<file path="src/hdl/reg_bits_pkg.sv">
/*
 * Constants for the host register word bit cells: word width, bit
 * positions of each access kind, reset values and the kind table.
 * Assumes one system clock and a host port that gives one-cycle
 * read and write strobes on that clock.
 */
package reg_bits_pkg;

	localparam int WORD_W = 16;

	// Access kinds of one bit cell
	typedef enum logic [3:0] {
		KIND_RSVD = 4'h0,
		KIND_RO = 4'h1,
		KIND_RC = 4'h2,
		KIND_WO = 4'h3,
		KIND_W1C = 4'h4,
		KIND_W0C = 4'h5,
		KIND_LL = 4'h6,
		KIND_LH = 4'h7,
		KIND_SC = 4'h8,
		KIND_RW = 4'h9
	} bit_kind_t;

	// Bit positions inside the word
	localparam int POS_RO = 0;
	localparam int POS_RC = 1;
	localparam int POS_WO = 2;
	localparam int POS_W1C = 3;
	localparam int POS_W0C = 4;
	localparam int POS_LL = 5;
	localparam int POS_LH = 6;
	localparam int POS_SC = 7;
	localparam int POS_RW = 8;

	// Latch-low bit rests high; everything else rests low
	localparam logic [WORD_W-1:0] RESET_VAL = 16'h0020;
	localparam logic [WORD_W-1:0] ZERO_WORD = 16'h0000;

	// Kind table, one entry per bit position
	function automatic bit_kind_t kind_of(input int pos);
		case (pos)
			POS_RO: kind_of = KIND_RO;
			POS_RC: kind_of = KIND_RC;
			POS_WO: kind_of = KIND_WO;
			POS_W1C: kind_of = KIND_W1C;
			POS_W0C: kind_of = KIND_W0C;
			POS_LL: kind_of = KIND_LL;
			POS_LH: kind_of = KIND_LH;
			POS_SC: kind_of = KIND_SC;
			POS_RW: kind_of = KIND_RW;
			default: kind_of = KIND_RSVD;
		endcase
	endfunction : kind_of

endpackage : reg_bits_pkg

</file>
<file path="src/hdl/reg_bit_bank.sv">
/*
 * One host register word built from bit cells of every access kind.
 * Assumes host_rd and host_wr are one-cycle strobes from logic on clk,
 * and that hw_set and hw_status come from logic on the same clock.
 */
`timescale 1ns/1ps
module reg_bit_bank (
	input wire logic clk,
	input wire logic rst,
	input wire logic host_rd,
	input wire logic host_wr,
	input wire logic [reg_bits_pkg::WORD_W-1:0] host_wdata,
	input wire logic [reg_bits_pkg::WORD_W-1:0] hw_set,
	input wire logic [reg_bits_pkg::WORD_W-1:0] hw_status,
	output logic [reg_bits_pkg::WORD_W-1:0] host_rdata,
	output logic host_rvalid,
	output logic [reg_bits_pkg::WORD_W-1:0] bit_q
);
	import reg_bits_pkg::*;

	logic [WORD_W-1:0] cell_q;
	logic [WORD_W-1:0] cell_d;
	logic [WORD_W-1:0] rd_val;
	logic [WORD_W-1:0] host_rdata_q;
	logic host_rvalid_q;

	////////////////////////////////////////////////////////////////////
	// Per-bit next value and read view
	generate
		for (genvar i = 0; i < WORD_W; i++) begin : g_cell
			always_comb begin
				cell_d[i] = cell_q[i];
				rd_val[i] = cell_q[i];
				case (kind_of(i))
					KIND_RO: begin
						cell_d[i] = hw_status[i];
					end
					KIND_RC: begin
						cell_d[i] = hw_set[i] | (cell_q[i] & ~host_rd);
					end
					KIND_WO: begin
						if (host_wr) begin
							cell_d[i] = host_wdata[i];
						end
						rd_val[i] = 1'b0;
					end
					KIND_W1C: begin
						cell_d[i] = hw_set[i]
							| (cell_q[i] & ~(host_wr & host_wdata[i]));
					end
					KIND_W0C: begin
						cell_d[i] = hw_set[i]
							| (cell_q[i] & ~(host_wr & ~host_wdata[i]));
					end
					KIND_LL: begin
						if (host_rd) begin
							cell_d[i] = hw_status[i];
						end else begin
							cell_d[i] = cell_q[i] & hw_status[i];
						end
					end
					KIND_LH: begin
						if (host_rd) begin
							cell_d[i] = hw_status[i];
						end else begin
							cell_d[i] = cell_q[i] | hw_status[i];
						end
					end
					KIND_SC: begin
						cell_d[i] = host_wr & host_wdata[i];
					end
					KIND_RW: begin
						if (host_wr) begin
							cell_d[i] = host_wdata[i];
						end
					end
					default: begin
						cell_d[i] = 1'b0;
						rd_val[i] = 1'b0;
					end
				endcase
			end
		end
	endgenerate

	////////////////////////////////////////////////////////////////////
	// Cell storage
	always_ff @(posedge clk or posedge rst) begin
		if (rst) begin
			cell_q <= RESET_VAL;
		end else begin
			cell_q <= cell_d;
		end
	end

	// Read data captured before the read side effects land
	always_ff @(posedge clk or posedge rst) begin
		if (rst) begin
			host_rdata_q <= ZERO_WORD;
		end else if (host_rd) begin
			host_rdata_q <= rd_val;
		end
	end

	// Read answer strobe
	always_ff @(posedge clk or posedge rst) begin
		if (rst) begin
			host_rvalid_q <= 1'b0;
		end else begin
			host_rvalid_q <= host_rd;
		end
	end

	assign host_rdata = host_rdata_q;
	assign host_rvalid = host_rvalid_q;
	assign bit_q = cell_q;
endmodule : reg_bit_bank

</file>
<file path="config.mk">
export PLATFORM = sky130hd
export DESIGN_NAME = reg_bit_bank
export DESIGN_NICKNAME = d
export VERILOG_FILES = /design/src/hdl/reg_bits_pkg.sv /design/src/hdl/reg_bit_bank.sv
export SDC_FILE = /design/constraint.sdc
export NUM_CORES = 1
export LEC_CHECK = 0
export BUFFER_PORTS_ARGS = -buffer_cell sky130_fd_sc_hd__buf_2
export CORE_MARGIN = 1
export CORE_UTILIZATION = 30
export DETAILED_ROUTE_END_ITERATION = 6
export HOLD_SLACK_MARGIN = 0.02
export PLACE_DENSITY_LB_ADDON = 0.05
export SLEW_MARGIN = 30
export SYNTH_ARGS = -nofsm -noshare
export SYNTH_HDL_FRONTEND = slang
export SYNTH_SLANG_ARGS = --single-unit
</file>
<file path="constraint.sdc">
create_clock -name clk -period 0.8 [get_ports clk]
set_input_delay 0.04 -clock clk [delete_from_list [all_inputs] [get_ports clk]]
set_output_delay 0.04 -clock clk [all_outputs]
set_load 0.1 [all_outputs]
</file>
==> results.yml <==
layout:
  area_delta_synth_final_pct: 112
  design_area_um2: 1660
  drive_gt1_share_pct: 70.4
  finalCoreUtilization_pct: 67.2
  n_antenna_cell: 0
  nets: 178
drt:
  detail_route.vias_per_cell: 3.90
  route.met3.wl_um: 134
  wirelength_met1_um: 701
  maxUsedRoutingLayer: "met3"
  vias: 605
  drc: 0
  wl_per_cell_um: 10.0
  ant_nets: 0
  drt_iter0_markers: 0
  route.met2.wl_um: 719
  finalWirelength_mm: 1.56
  first_pass_iters: 1
synth:
  synth-async-reset-ratio_pct: 100
  yosys_warnings: 0
  ys_seq_area_share_pct: 57.7
  syn_area_per_cell_um2: 14.2
  synthCells: 55
  synth-edff-count: 0
  syn_area_um2: 783
  synth_top_area_share_pct: 54.3
  synth.area.top_cells: "dfrtp_1 54%, mux2_4 15%, buf_4 14%, a21o_1 3.8%, dfstp_2 3.4%"
  synth-main-ff-cell: "dfrtp_1"
  synth.most_common_cell: "dfrtp_1"
  synth_top_cell_by_area: "dfrtp_1"
  ys_types: 13
  netlist_top_cells_count: "17 x dfrtp_1, 15 x buf_4, 8 x mux2_4"
  synth-seq-cells: 18
floorplanning:
  dieArea_um2: 2820
  dieHeight_um: 53.1
  die_w_um: 53.1
  core_um2: 2480
  initial_core_util_pct: 31.6
  num_rows: 18
  pin_count: 85
timing:
  period_share_pct: 142
  fin_skew_ns: 0.00113
  rsz0062_at_grt: "true"
  fin_ws_ns: -0.335
  fmax_mhz: 881
  drv_slew: 0
  period_minus_slack_ns: 1.13
  finalSetupViolCount: 32
  finalHoldViolations: 0
grt:
  grt_overflow: 0
  grt_max_degree: 13
  grt_pass1_vias: 575
  grt_pass1_wl_mm: 2.62
  grt_usage_pct: 13.0
  antenna_found_initial: 0
place:
  dpl-instance-area_um2: 1390
  dpl.hpwl_mm: 1.03
  pre_cts_ws_ns: -0.0505
  port_buffers: 32
  place_congestion: 0.596
worst_setup_path:
  cp-start-kind: "flip-flop"
  cp.arrival_ns: 1.09
  path_buf_inv: 1
  slowest_stage: "dfstp_4"
  cp_max_fo: 2
  required_ns: 0.76
  crit_type: "reg2out"
  slowest_delay_ns: 0.64
  crit_family: "flip-flops"
  cp-end-kind: "primary output"
  path_cells: "buf_12"
clocking:
  cts_sinks: 18
  cts_made_buffers: 3
  cts.clk_slew.worst_paths_ns: 0.10
  clock_latency_ns: 0.28
  clockBufferDepth: 2
  htreeDepth: 1
  cts_tree: "yes"
  root_buffer: "clkbuf_4"
hold_path:
  hold_path_class: "in2reg"
power:
  leakagePower_nw: 0.790
  power.density_nw_per_um2: 1970
  peakVddDrop_v: 0.00144
flow_run:
  cap_violations: 0
status:
  status: "complete, but fails checks"
  failed_checks: "setup timing"
==> logic make-up (layout without fill, tap and decap cells) <==
group	count (synthesis)	count (layout)	share of synthesized area [%]
compound gates	5	5	4.79
simple gates	3	3	2.08
flops	18	18	57.7
other cells	1	15	0.479
buf+inv	18	74	16.8
mux	10	10	18.2
==> path summary, 6_finish.rpt <==
kind	to	slack [ns]	depth (start not counted)	from
max	bit_q[5]	-0.33	1	bit_q[5]$_DFF_PP1_
min	bit_q[4]$_DFF_PP0_	0.04	3	host_wdata[4]
max reg2reg	host_rdata[5]$_DFFE_PP0P_	-0.28	3	bit_q[5]$_DFF_PP1_
min reg2reg	bit_q[4]$_DFF_PP0_	0.56	1	bit_q[4]$_DFF_PP0_
max in group asynchronous	host_rdata[7]$_DFFE_PP0P_	0.12	4	rst
min in group asynchronous	host_rdata[5]$_DFFE_PP0P_	0.22	3	rst
==> layer usage <==
metal  vias to the layer above  GRT usage, %
met3                         0          3.74
li1                        286             -
met2                        28          19.6
met4                         0          3.95
met5                         -             0
met1                       291          17.9
==> cell type report <==
| type | count | area, um^2 |
|---|---|---|
| Timing Repair Buffer | 68 | 823 |
| Inverter | 2 | 7.51 |
| Clock buffer | 4 | 26.3 |
| Tap cell | 30 | 37.5 |
| Sequential cell | 18 | 517 |
| Fill cell | 193 | 813 |
| Multi-Input combinational cell | 33 | 253 |
==> per-stage QoR <==
step                      power (mW)  cells  hold WS [ns]  setup TNS (ns)
final                           3.28    155        0.0380           -6.91
after global routing            3.43    155        0.0450           -7.98
after detailed placement        2.70    133      -0.00987          -0.471
after floorplan                 2.19     69       -0.0219           -2.92
after CTS                       3.29    152        0.0307           -6.81
after global placement          2.69    133       -0.0209          -0.403
==> flip-flops by register name, indices dropped and copies added, names as in the netlist <==
| signal | flops |
|---|---|
| bit_q | 9 |
| host_rdata | 8 |
| host_rvalid | 1 |
==> repair_timing <==
action                                  in CTS  in global routing
hold buffers                                10                  1
gates resized for setup                     20                  2
buffers inserted                             5                  2
pin swaps                                    1                  0
endpoints found under the hold margin       27                  1
endpoints found under the setup margin      29                 32
==> layout by cell type (no fill, tap or decap) <==
cell type / instances
buf_12: 19
mux2_2: 2
buf_2: 14
dfstp_4: 1
mux2_4: 8
o21a_1: 1
inv_1: 2
buf_6: 22
dlygate4sd3_1: 11
and2_1: 1
clkbuf_1: 1
nand2_1: 1
nand2b_1: 1
dfrtp_4: 16
a21o_1: 4
buf_4: 2
clkbuf_4: 3
dfrtp_2: 1
conb_1: 15
==> report_power, final <==
part           total (mW)  switching [mW]  leakage (nW)  internal [mW]
clock network       0.455           0.262        0.0150          0.193
registers            1.10          0.0647         0.190           1.04
logic                1.72            1.08         0.585          0.644
(Power assumes the default switching activity.)
